==> config.mk <==
export PLATFORM = sky130hd
export DESIGN_NAME = ohc_top
export DESIGN_NICKNAME = d
export VERILOG_FILES = /design/src/design/ohc_pkg.sv /design/src/design/ohc_pin_if.sv /design/src/design/ohc_sync3.sv /design/src/design/ohc_top.sv
export SDC_FILE = /design/constraint.sdc
export NUM_CORES = 1
export LEC_CHECK = 0
export ABC_AREA = 1
export CORE_MARGIN = 1
export CORE_UTILIZATION = 60
export CTS_BUF_LIST = sky130_fd_sc_hd__clkbuf_8
export CTS_CLUSTER_SIZE = 24
export DETAILED_ROUTE_END_ITERATION = 16
export DONT_BUFFER_PORTS = 1
export PLACE_DENSITY = 0.78
export SETUP_SLACK_MARGIN = 0.2
export SYNTH_ARGS = -nofsm -noshare
export SYNTH_HDL_FRONTEND = slang
export SYNTH_HIERARCHICAL = 1
export SYNTH_SLANG_ARGS = --single-unit
==> constraint.sdc <==
create_clock -name clk_i -period 1.8 [get_ports clk_i]
set_input_delay 0.18 -clock clk_i [delete_from_list [all_inputs] [get_ports clk_i]]
set_output_delay 0.18 -clock clk_i [all_outputs]
set_load 0.05 [all_outputs]
==> src/design/ohc_pkg.sv <==
// Package of constants for the overheat timer and pin configuration block
`default_nettype none
package ohc_pkg;
  // Clock and times
  localparam int unsigned CLK_KHZ = 40000;
  localparam int unsigned STEP_US = 22760;
  localparam int unsigned STEP_CYC = STEP_US * CLK_KHZ / 1000;
  localparam int unsigned SLOW_MS = 1000;
  localparam int unsigned QUICK_MS = 250;
  localparam int unsigned SLOW_CYC = SLOW_MS * CLK_KHZ;
  localparam int unsigned QUICK_CYC = QUICK_MS * CLK_KHZ;
  // Register indices, byte address is four times the index
  localparam logic [7:0] IDX_CFG = 8'h78;
  localparam logic [7:0] IDX_STAT = 8'h79;
  localparam logic [7:0] IDX_LIMIT = 8'h7A;
  localparam logic [7:0] IDX_PCTL = 8'h80;
  localparam logic [7:0] IDX_ISTAT = 8'h81;
  localparam logic [7:0] IDX_IMASK = 8'h82;
  // Configuration fields
  localparam int CFG_ALERT = 0;
  localparam int CFG_OHEN = 1;
  localparam int CFG_FULL = 2;
  localparam int CFG_QUICK = 3;
  localparam int CFG_DC = 4;
  // Pin control fields
  localparam int PCTL_LOCK = 0;
  localparam int PCTL_P14 = 1;
  // Interrupt status fields
  localparam int IRQ_ASRT = 0;
  localparam int IRQ_LIMIT = 1;
  // Reset values and misc
  localparam logic [7:0] REG_RST = 8'h00;
  localparam logic [7:0] CNT_SHOWN = 8'h02;
  localparam logic [7:0] CNT_MAX = 8'hFF;
  localparam int ECHO_CYC = 6;
  // Pin 14 roles
  typedef enum logic [1:0] {
    P14_TACH = 2'h0,
    P14_OVH = 2'h1,
    P14_ALERT = 2'h2,
    P14_GPIO = 2'h3
  } ohc_p14_t;
  // Timer states, one-hot
  typedef enum logic [1:0] {
    ST_IDLE = 2'h1,
    ST_TIME = 2'h2
  } ohc_st_t;
endpackage : ohc_pkg
`default_nettype wire

==> src/design/ohc_pin_if.sv <==
// Interface carrying one pin between its synchroniser and the user logic
`default_nettype none
interface ohc_pin_if;
  logic raw;
  logic level;
  modport sync (input raw, output level);
  modport user (output raw, input level);
endinterface : ohc_pin_if
`default_nettype wire

==> src/design/ohc_sync3.sv <==
// Three-stage pin synchroniser with agreement filter
`default_nettype none
module ohc_sync3 (
  input wire logic clk_i,
  input wire logic arst_n_i,
  ohc_pin_if.sync p
);
  logic s1_r;
  logic s2_r;
  logic s3_r;
  logic level_r;

  // Shift chain, idle level high
  always_ff @(posedge clk_i or negedge arst_n_i) begin
    if (!arst_n_i) begin
      s1_r <= 1'h1;
      s2_r <= 1'h1;
      s3_r <= 1'h1;
    end else begin
      s1_r <= p.raw;
      s2_r <= s1_r;
      s3_r <= s2_r;
    end
  end

  // Level follows once stages two and three agree
  always_ff @(posedge clk_i or negedge arst_n_i) begin
    if (!arst_n_i) begin
      level_r <= 1'h1;
    end else if (s2_r == s3_r) begin
      level_r <= s3_r;
    end
  end

  assign p.level = level_r;
endmodule : ohc_sync3
`default_nettype wire

==> src/design/ohc_top.sv <==
// Overheat timer, pin roles and fan mode block with Avalon-MM slave
`default_nettype none
module ohc_top #(
  parameter int unsigned STEP_CYCLES = ohc_pkg::STEP_CYC,
  parameter int unsigned SLOW_CYCLES = ohc_pkg::SLOW_CYC,
  parameter int unsigned QUICK_CYCLES = ohc_pkg::QUICK_CYC
) (
  input wire logic clk_i,
  input wire logic arst_n_i,
  input wire logic [9:0] address_i,
  input wire logic read_i,
  input wire logic write_i,
  input wire logic [31:0] writedata_i,
  output logic [31:0] readdata_o,
  output logic waitrequest_o,
  output logic irq_o,
  input wire logic [3:0] fan_drive_i,
  output logic [3:0] fan_drive_o,
  output logic pin10_o,
  input wire logic pin22_n_i,
  output logic pin22_n_o,
  output logic pin22_oe_o,
  input wire logic pin14_i,
  output logic pin14_o,
  output logic pin14_oe_o,
  input wire logic ovh_drive_req_i,
  input wire logic gpio_out_i,
  input wire logic gpio_oe_i,
  output logic tach_tick_o,
  output logic [3:0] continuous_speed_o,
  output logic [3:0] stretch_en_o,
  output logic pin22_is_ovh_o,
  output logic [1:0] pin14_role_o
);
  ////////////////////////////////////////////////////////////////////////////
  // Declarations
  logic ack_r;
  logic req;
  logic acc;
  logic [7:0] idx;
  logic [7:0] cfg_r;
  logic [7:0] limit_r;
  logic lock_r;
  ohc_pkg::ohc_p14_t p14_r;
  logic [1:0] istat_r;
  logic [1:0] imask_r;
  logic seen_r;
  logic [7:0] cnt_r;
  ohc_pkg::ohc_st_t st_r;
  logic [19:0] step_cnt_r;
  logic step_tick;
  logic [25:0] tach_cnt_r;
  logic [25:0] tach_lim;
  logic hit_r;
  logic hit;
  logic [1:0] lvl;
  logic p22_ovh;
  logic p14_ovh;
  logic ovh_n;
  logic active;
  logic [ohc_pkg::ECHO_CYC-1:0] drv_hist_r;
  logic rise;
  logic full_on;
  logic [7:0] stat_val;
  logic rd_stat;
  logic rd_istat;
  logic [31:0] rdata_nxt;

  // Decode used for every register access
  function automatic logic hit_idx(input logic [7:0] a, input logic [7:0] b);
    hit_idx = (a == b);
  endfunction : hit_idx

  ////////////////////////////////////////////////////////////////////////////
  // Pin synchronisers
  logic [1:0] pin_raw;
  assign pin_raw = {pin14_i, pin22_n_i};
  genvar gi;
  generate
    for (gi = 0; gi < 2; gi++) begin : g_sync
      ohc_pin_if pif ();
      assign pif.raw = pin_raw[gi];
      assign lvl[gi] = pif.level;
      ohc_sync3 u_sync (
        .clk_i(clk_i),
        .arst_n_i(arst_n_i),
        .p(pif)
      );
    end
  endgenerate

  ////////////////////////////////////////////////////////////////////////////
  // Avalon-MM slave, one wait cycle per access
  assign req = read_i | write_i;
  assign acc = req & ack_r;
  assign idx = address_i[9:2];
  assign waitrequest_o = req & ~ack_r;
  assign rd_stat = acc & read_i & hit_idx(idx, ohc_pkg::IDX_STAT);
  assign rd_istat = acc & read_i & hit_idx(idx, ohc_pkg::IDX_ISTAT);

  // Acknowledge toggles so each request completes on its second edge
  always_ff @(posedge clk_i or negedge arst_n_i) begin
    if (!arst_n_i) begin
      ack_r <= 1'h0;
    end else begin
      ack_r <= req & ~ack_r;
    end
  end

  // Read mux, unmapped reads return zero
  always_comb begin
    rdata_nxt = 32'h0000_0000;
    if (hit_idx(idx, ohc_pkg::IDX_CFG)) begin
      rdata_nxt[7:0] = cfg_r;
    end else if (hit_idx(idx, ohc_pkg::IDX_STAT)) begin
      rdata_nxt[7:0] = stat_val;
    end else if (hit_idx(idx, ohc_pkg::IDX_LIMIT)) begin
      rdata_nxt[7:0] = limit_r;
    end else if (hit_idx(idx, ohc_pkg::IDX_PCTL)) begin
      rdata_nxt[2:0] = {p14_r, lock_r};
    end else if (hit_idx(idx, ohc_pkg::IDX_ISTAT)) begin
      rdata_nxt[1:0] = istat_r;
    end else if (hit_idx(idx, ohc_pkg::IDX_IMASK)) begin
      rdata_nxt[1:0] = imask_r;
    end
  end

  // Read data captured the cycle before completion
  always_ff @(posedge clk_i or negedge arst_n_i) begin
    if (!arst_n_i) begin
      readdata_o <= 32'h0000_0000;
    end else if (read_i & ~ack_r) begin
      readdata_o <= rdata_nxt;
    end
  end

  ////////////////////////////////////////////////////////////////////////////
  // Software registers
  always_ff @(posedge clk_i or negedge arst_n_i) begin
    if (!arst_n_i) begin
      cfg_r <= ohc_pkg::REG_RST;
    end else if (acc & write_i & hit_idx(idx, ohc_pkg::IDX_CFG) & ~lock_r) begin
      cfg_r <= writedata_i[7:0];
    end
  end

  // Lock is sticky until reset; pin-14 code is locked with it
  always_ff @(posedge clk_i or negedge arst_n_i) begin
    if (!arst_n_i) begin
      lock_r <= 1'h0;
      p14_r <= ohc_pkg::P14_TACH;
    end else if (acc & write_i & hit_idx(idx, ohc_pkg::IDX_PCTL) & ~lock_r) begin
      lock_r <= writedata_i[ohc_pkg::PCTL_LOCK];
      p14_r <= ohc_pkg::ohc_p14_t'(writedata_i[ohc_pkg::PCTL_P14 +: 2]);
    end
  end

  // Limit and interrupt mask
  always_ff @(posedge clk_i or negedge arst_n_i) begin
    if (!arst_n_i) begin
      limit_r <= ohc_pkg::REG_RST;
      imask_r <= 2'h0;
    end else if (acc & write_i) begin
      if (hit_idx(idx, ohc_pkg::IDX_LIMIT)) begin
        limit_r <= writedata_i[7:0];
      end
      if (hit_idx(idx, ohc_pkg::IDX_IMASK)) begin
        imask_r <= writedata_i[1:0];
      end
    end
  end

  ////////////////////////////////////////////////////////////////////////////
  // Pin roles and overheat sensing
  assign p14_ovh = (p14_r == ohc_pkg::P14_OVH);
  assign p22_ovh = cfg_r[ohc_pkg::CFG_OHEN] & ~p14_ovh;
  assign ovh_n = p14_ovh ? lvl[1] : lvl[0];
  // Own drive is not taken as an outside assertion
  assign active = (p22_ovh | p14_ovh) & ~ovh_n & ~ovh_drive_req_i & ~(|drv_hist_r);
  assign rise = active & (st_r == ohc_pkg::ST_IDLE);
  assign full_on = cfg_r[ohc_pkg::CFG_FULL] & active;
  assign pin22_is_ovh_o = p22_ovh;
  assign pin14_role_o = p14_r;

  // Own drive echoes through the synchroniser, so the mask outlasts the request
  always_ff @(posedge clk_i or negedge arst_n_i) begin
    if (!arst_n_i) begin
      drv_hist_r <= {ohc_pkg::ECHO_CYC{1'h0}};
    end else begin
      drv_hist_r <= {drv_hist_r[ohc_pkg::ECHO_CYC-2:0], ovh_drive_req_i};
    end
  end

  ////////////////////////////////////////////////////////////////////////////
  // Free-running prescalers
  assign step_tick = (step_cnt_r == 20'(STEP_CYCLES - 1));
  assign tach_lim = cfg_r[ohc_pkg::CFG_QUICK] ? 26'(QUICK_CYCLES - 1)
                                              : 26'(SLOW_CYCLES - 1);

  always_ff @(posedge clk_i or negedge arst_n_i) begin
    if (!arst_n_i) begin
      step_cnt_r <= 20'h0_0000;
    end else begin
      step_cnt_r <= step_tick ? 20'h0_0000 : step_cnt_r + 20'h0_0001;
    end
  end

  // Tach sample tick, once per second or every 250 ms
  always_ff @(posedge clk_i or negedge arst_n_i) begin
    if (!arst_n_i) begin
      tach_cnt_r <= 26'h000_0000;
      tach_tick_o <= 1'h0;
    end else if (tach_cnt_r >= tach_lim) begin
      tach_cnt_r <= 26'h000_0000;
      tach_tick_o <= 1'h1;
    end else begin
      tach_cnt_r <= tach_cnt_r + 26'h000_0001;
      tach_tick_o <= 1'h0;
    end
  end

  // Continuous-speed fans skip pulse stretching
  assign continuous_speed_o = cfg_r[ohc_pkg::CFG_DC +: 4];
  assign stretch_en_o = ~cfg_r[ohc_pkg::CFG_DC +: 4];

  ////////////////////////////////////////////////////////////////////////////
  // Assertion timer
  always_ff @(posedge clk_i or negedge arst_n_i) begin
    if (!arst_n_i) begin
      st_r <= ohc_pkg::ST_IDLE;
      cnt_r <= ohc_pkg::REG_RST;
    end else begin
      case (st_r)
        ohc_pkg::ST_IDLE: begin
          if (active) begin
            st_r <= ohc_pkg::ST_TIME;
            cnt_r <= 8'h00;
          end
        end
        ohc_pkg::ST_TIME: begin
          if (!active) begin
            st_r <= ohc_pkg::ST_IDLE;
          end else if (step_tick && cnt_r != ohc_pkg::CNT_MAX) begin
            cnt_r <= cnt_r + 8'h01;
          end
        end
        default: begin
          st_r <= ohc_pkg::ST_IDLE;
        end
      endcase
    end
  end

  // Seen flag: new assertion wins over a clearing read
  always_ff @(posedge clk_i or negedge arst_n_i) begin
    if (!arst_n_i) begin
      seen_r <= 1'h0;
    end else if (rise) begin
      seen_r <= 1'h1;
    end else if (rd_stat) begin
      seen_r <= 1'h0;
    end
  end

  // Count shown only past two steps, bit 0 then joins it
  assign stat_val = (cnt_r >= ohc_pkg::CNT_SHOWN) ? cnt_r
                                                  : {7'h00, seen_r};

  ////////////////////////////////////////////////////////////////////////////
  // Limit check and interrupts
  assign hit = active & ((limit_r == 8'h00) | (st_r == ohc_pkg::ST_TIME & cnt_r > limit_r));

  always_ff @(posedge clk_i or negedge arst_n_i) begin
    if (!arst_n_i) begin
      hit_r <= 1'h0;
    end else begin
      hit_r <= hit;
    end
  end

  // Sticky status, read clears, events win
  always_ff @(posedge clk_i or negedge arst_n_i) begin
    if (!arst_n_i) begin
      istat_r <= 2'h0;
    end else begin
      istat_r[ohc_pkg::IRQ_ASRT] <= rise | (istat_r[ohc_pkg::IRQ_ASRT] & ~rd_istat);
      istat_r[ohc_pkg::IRQ_LIMIT] <= (hit & ~hit_r) |
                                     (istat_r[ohc_pkg::IRQ_LIMIT] & ~rd_istat);
    end
  end

  assign irq_o = |(istat_r & imask_r);

  ////////////////////////////////////////////////////////////////////////////
  // Registered pin and fan outputs
  always_ff @(posedge clk_i or negedge arst_n_i) begin
    if (!arst_n_i) begin
      fan_drive_o <= 4'h0;
      pin10_o <= 1'h1;
      pin22_n_o <= 1'h0;
      pin22_oe_o <= 1'h0;
      pin14_o <= 1'h0;
      pin14_oe_o <= 1'h0;
    end else begin
      fan_drive_o <= full_on ? 4'hF : fan_drive_i;
      if (cfg_r[ohc_pkg::CFG_ALERT]) begin
        pin10_o <= ~irq_o;
      end else begin
        pin10_o <= full_on | fan_drive_i[1];
      end
      pin22_n_o <= 1'h0;
      pin22_oe_o <= p22_ovh & ovh_drive_req_i;
      case (p14_r)
        ohc_pkg::P14_OVH: begin
          pin14_o <= 1'h0;
          pin14_oe_o <= ovh_drive_req_i;
        end
        ohc_pkg::P14_ALERT: begin
          pin14_o <= ~irq_o;
          pin14_oe_o <= 1'h1;
        end
        ohc_pkg::P14_GPIO: begin
          pin14_o <= gpio_out_i;
          pin14_oe_o <= gpio_oe_i;
        end
        default: begin
          pin14_o <= 1'h0;
          pin14_oe_o <= 1'h0;
        end
      endcase
    end
  end
endmodule : ohc_top
`default_nettype wire
==> After elaboration in Yosys (flattened, before gate mapping) <==
Cells that the tools add are included.
{ "word_totals": {"out_inout_bits": 55, "register_bits": 113, "elab_cells": 131} }
{ "op_classes": {"n_lt_le_gt_ge": 3, "eq_ne": 19, "addsub": 3, "bitwise_logic": 40, "mux": 27, "n_reduce_logical": 10} }
{ "op_table": {"columns": ["op", "n"], "rows": [
  ["$mux 26", 2],
  ["$mux 8", 6],
  ["$add 26x1->26 const B", 1],
  ["$ge 26x26->1", 1],
  ["$eq 8x7->1 const B", 3],
  ["$eq 8x8->1 const B", 3],
  ["$and 1x1->1", 23],
  ["$add 20x1->20 const B", 1],
  ["$eq 20x20->1 const B", 1],
  ["$mux 20", 1],
  ["$pmux 8 s2", 1],
  ["$mux 2", 5],
  ["$not 1->1", 9],
  ["$add 8x1->8 const B", 1],
  ["$ge 8x2->1 const B", 1],
  ["$gt 8x8->1", 1],
  ["$logic_not 8->1", 1],
  ["$ne 2x2->1 const B", 4],
  ["$ne 8x8->1 const B", 1],
  ["$eq 2x2->1 const B", 3],
  ["$mux 1", 6],
  ["$or 1x1->1", 6],
  ["$reduce_and 2->1", 3],
  ["$reduce_or 6->1", 1],
  ["14 further kinds", 17]
]} }

==> Longest topological paths before layout <==
{ "depth": {"word_depth": 10, "ltp_mapped": 12, "depth_no_buf": 12} }

==> Hierarchy <==
Netlist, hierarchy kept.
{ "by_module_without_submodules": {"columns": ["module", "area_each_um2", "cells_each", "n_inst"], "rows": [
  ["ohc_top", 6261.0, 822, 1],
  ["ohc_sync3", 121.4, 8, 2]
]} }

==> Least setup slack after synthesis <==
OpenSTA, ideal clock, no wires.
{ "synth_timing": {"kind": "flip-flop to flip-flop", "from": "register cfg_r[3]", "to": "register tach_cnt_r[10]", "setup_time_ns": 0.121, "arrival_ns": 1.768, "t_required_ns": 1.679, "path_stages_with_launch": 11, "path_slack_ns": -0.089, "cell_sequence": "dfrtp_1 -> inv_1 -> ha_1 -> nand2_1 -> nor3_2 -> nand2_1 -> nor3_1 -> nand2_1 -> nand3b_4 -> buf_6 -> nor2_1"} }
{ "synth_between": {"elab_chain_len": 3} }
{ "synth_rtl": {"columns": ["item", "line", "source"], "rows": [
  ["start, declared", "ohc_top.sv:41", "logic [7:0] cfg_r;"],
  ["start signal, assigned", "ohc_top.sv:141", "cfg_r <= ohc_pkg::REG_RST;"],
  ["start signal, assigned", "ohc_top.sv:143", "cfg_r <= writedata_i[7:0];"],
  ["$mux 26", "ohc_top.sv:197", "assign tach_lim = cfg_r[ohc_pkg::CFG_QUICK] ? 26'(QUICK_CYCLES - 1)"],
  ["$ge 26x26->1", "ohc_top.sv:213", "end else if (tach_cnt_r >= tach_lim) begin"],
  ["$mux 26", "ohc_top.sv:213", null],
  ["end signal, assigned", "ohc_top.sv:217", "tach_cnt_r <= tach_cnt_r + 26'h000_0001;"],
  ["end, declared", "ohc_top.sv:52", "logic [25:0] tach_cnt_r;"]
]} }
No other way between the ends.
A chain may end at the register's enable or synchronous reset.

==> Worst setup path in the final report <==
{ "layout_timing": {"from": "register cfg_r[3]", "to": "register tach_cnt_r[5]"} }
The elaborated chain is that of the path after synthesis.

==> results.yml <==
placed_design:
  numPortBuffers: 0
  dp_hpwl_um: 10300
  gp_congestion: 0.910
  dpl.cell_count: 990
sta:
  setup_violations: 27
  slew_viol_final: 0
  setup_slack_ps: -122
  finalHoldViolations: 113
  fin_crit_sh: 1.07
  whs_ps: -582
  tns_ps: -2760
  rsz0062_at_grt: "true"
  fin_skew_ps: 11.9
  fin_crit_ps: 1920
  timing.fmax_mhz: 520
floorplan:
  io_pins: 110
  rows: 37
  initial_core_util: 0.624
  core_um2: 10400
  die_y_um: 106
  dieArea_um2: 11300
  fp.dieW_um: 106
clocking:
  cts_tree: "yes"
  root_buffer: "clkbuf_8"
  clkLatencyLatePin_ps: 450
  cts_buffer_depth: 2
  htree_levels: 4
  cts_inserted_buffers: 17
  cts_sinks: 113
  path_clk_slew_ps: 70
  cts_hold_buf: 20
global_routing:
  grt_pass1_wl_um: 23800
  grt_start_max_net_pins: 114
  overflow: 0
  grt_pass1_vias: 5550
  antenna_found_initial: 0
  track_usage: 0.272
worst_setup_path:
  regToRegSetupSlack_ps: -120
  crit_type: "reg -> reg"
  reg2reg_to: "tach_cnt_r[5]"
  crit_path_end_kind: "register"
  cp-startpoint: "cfg_r[3]"
  worstPathArrival_ps: 2250
  cp-start-kind: "register"
  r2r-start: "cfg_r[3]"
  path_max_fanout: 21
  critical_path_required_ps: 2130
  r2r_cells: 10
routing:
  routedWlPerCell_um: 14.1
  first_iter_violations: 342
  routed_wl_um: 15000
  postRouteAntennaNets: 0
  drc_errors: 0
  dr.pass1.iters: 7
  vias: 5637
  viasPerCell: 5.29
synthesis:
  synth.avg_cell_area_um2: 7.76
  syn-cell-area_um2: 6500
  yosysUniqueCellTypes: 39
  syn_inst: 838
  yosysSeqAreaShare: 0.437
  ys_seq_elements: 113
  synth_warnings: 6
run_status:
  status: "finished, violations left"
  violations: "hold timing, setup timing"
power:
  leakagePower_nw: 3.78
  p_per_area_nw_per_um2: 748
  irDropWorstVdd_mv: 0.742
worst_hold_path:
  hold_path_class: "in -> async"
cells_and_area:
  stdcell_count: 1065
  num_antenna_cells: 0
  layout-drive-gt1-share: 0.195
  register_area_um2: 2860
  syn2layout_area_growth_pct: 20.5
  nets: 997
  multiInputGateArea_um2: 3280
  fillerInstances: 721
flow_run:
  maxCapViolations: 0
-- cell type report --
| class | instances | share of cell area |
|---|---|---|
| multi-input combinational | 593 | 0.418 |
| tap | 136 | 0.0217 |
| timing repair buffer | 69 | 0.0782 |
| clock buffer | 17 | 0.0299 |
| clock inverter | 15 | 0.0278 |
| sequential | 113 | 0.364 |
| inverter | 122 | 0.0596 |
-- what timing repair did --
action                                  in CTS  in global routing
hold endpoints to repair                   147                113
pin swaps                                    3                 22
endpoints found under the setup margin      33                 43
gates cloned                                 0                  1
gates resized for setup                     11                 60
buffers inserted                             1                 21
-- power breakdown --
| part | total, mW | switching [mW] | leakage, nW | internal [mW] |
|---|---|---|---|---|
| clock network | 2.73 | 1.09 | 0.229 | 1.64 |
| registers | 2.76 | 0.154 | 1.46 | 2.61 |
| logic | 0.369 | 0.260 | 2.09 | 0.110 |
-- Yosys cell counts --
master    instances  area, µm²
a21o_1            1       7.51
a21oi_1          21        105
a21oi_2           1       8.76
a22o_1            1       8.76
a31oi_1           1       6.26
and3_1            1       6.26
buf_2             1       5.00
buf_4            29        218
buf_6             5       56.3
conb_1            1       3.75
dfrtp_1         103       2580
dfstp_2          10        263
ha_1             26        325
inv_1           120        450
inv_2             2       7.51
nand2_1         192        721
nand2_2           6       37.5
nand2_4           3       33.8
nand3_1          45        225
nand3_2           3       30.0
nand3b_1          3       22.5
nand3b_4          1       20.0
nand4_1          16        100
nor2_1          130        488
nor2_2            6       37.5
nor2_4            4       45.0
nor3_1           15       75.1
nor3_2            4       40.0
nor4_1            3       18.8
o21a_1            1       7.51
o21ai_0          35        175
o21ai_1           5       25.0
o21bai_1          4       30.0
o22ai_1           6       37.5
o22ai_2           1       12.5
or2_0             1       6.26
or2_2             2       12.5
xnor2_1           5       43.8
xor2_1           24        210
-- critical path: stages, from the launching register on --
cell	delay [ps]
dfrtp_2	480
buf_12	160
ha_1	290
nand2_1	90
nor3_2	130
nand2_2	90
nor3_2	130
nand2_1	110
nand3b_4	110
buf_12	160
nor2_1	50
-- per-stage QoR --
stage          worst slack, ps   util  cell area [µm²]  hold WS (ps)  power, mW
2_1_floorplan             58.0      -             6600          -116       3.11
3_3_place_gp              14.0  0.645             6720          -113       3.11
3_5_place_dp             -75.0  0.645             6720          -114       3.12
4_1_cts                  -64.1  0.713             7420          -606       5.88
5_1_grt                   -219  0.752             7840          -612       6.05
6_report                  -122  0.752             7840          -582       5.86
-- cell usage in the layout (no fill, tap or decap), types with 4 or more instances in the layout --
master,count
nand2_1,174
nor2_1,122
inv_1,117
dfrtp_1,91
nand3_1,44
buf_4,44
o21ai_0,33
conb_1,25
xor2_1,24
nand2_2,20
a21oi_1,20
dlygate4sd3_1,20
ha_1,17
clkbuf_8,17
nand4_1,16
nor2_2,14
nor3_1,12
dfrtp_2,12
dfstp_2,10
ha_4,9
nand2_4,7
o21ai_1,7
o22ai_1,6
inv_2,5
nor3_2,5
xnor2_1,5
bufinv_16,5
clkinv_4,4
nor2_4,4
o21bai_1,4
-- worst max path at each step --
stage / to / slack (ps) / cells past startpoint
2_1_floorplan: tach_cnt_r[10] / 60 / 9
6_report: tach_cnt_r[5] / -120 / 10
4_1_cts: tach_cnt_r[5] / -60 / 9
3_5_place_dp: tach_cnt_r[9] / -70 / 10
5_1_grt: tach_cnt_r[5] / -220 / 10
3_3_place_gp: tach_cnt_r[10] / 10 / 10
-- cell families after synthesis --
group,synth area share
compound gates,0.0652
xor+xnor,0.0391
fa+ha+maj,0.0500
buf+inv,0.113
flops,0.437
other cells,0.000577
simple gates,0.295
-- state kept, by name, summed over array words and instances, names as in the netlist, 4 cells and up --
register,count
tach_cnt_r,26
step_cnt_r,20
cfg_r,8
cnt_r,8
limit_r,8
readdata_o,8
drv_hist_r,6
fan_drive_o,4
-- routing by layer --
metal | GRT usage | wire, µm
met4 | 0.165 | 568
met1 | 0.312 | 6180
met2 | 0.457 | 7500
met3 | 0.0674 | 739
met5 | 0 | 0
No activity file was read; power rests on OpenSTA's default activity.
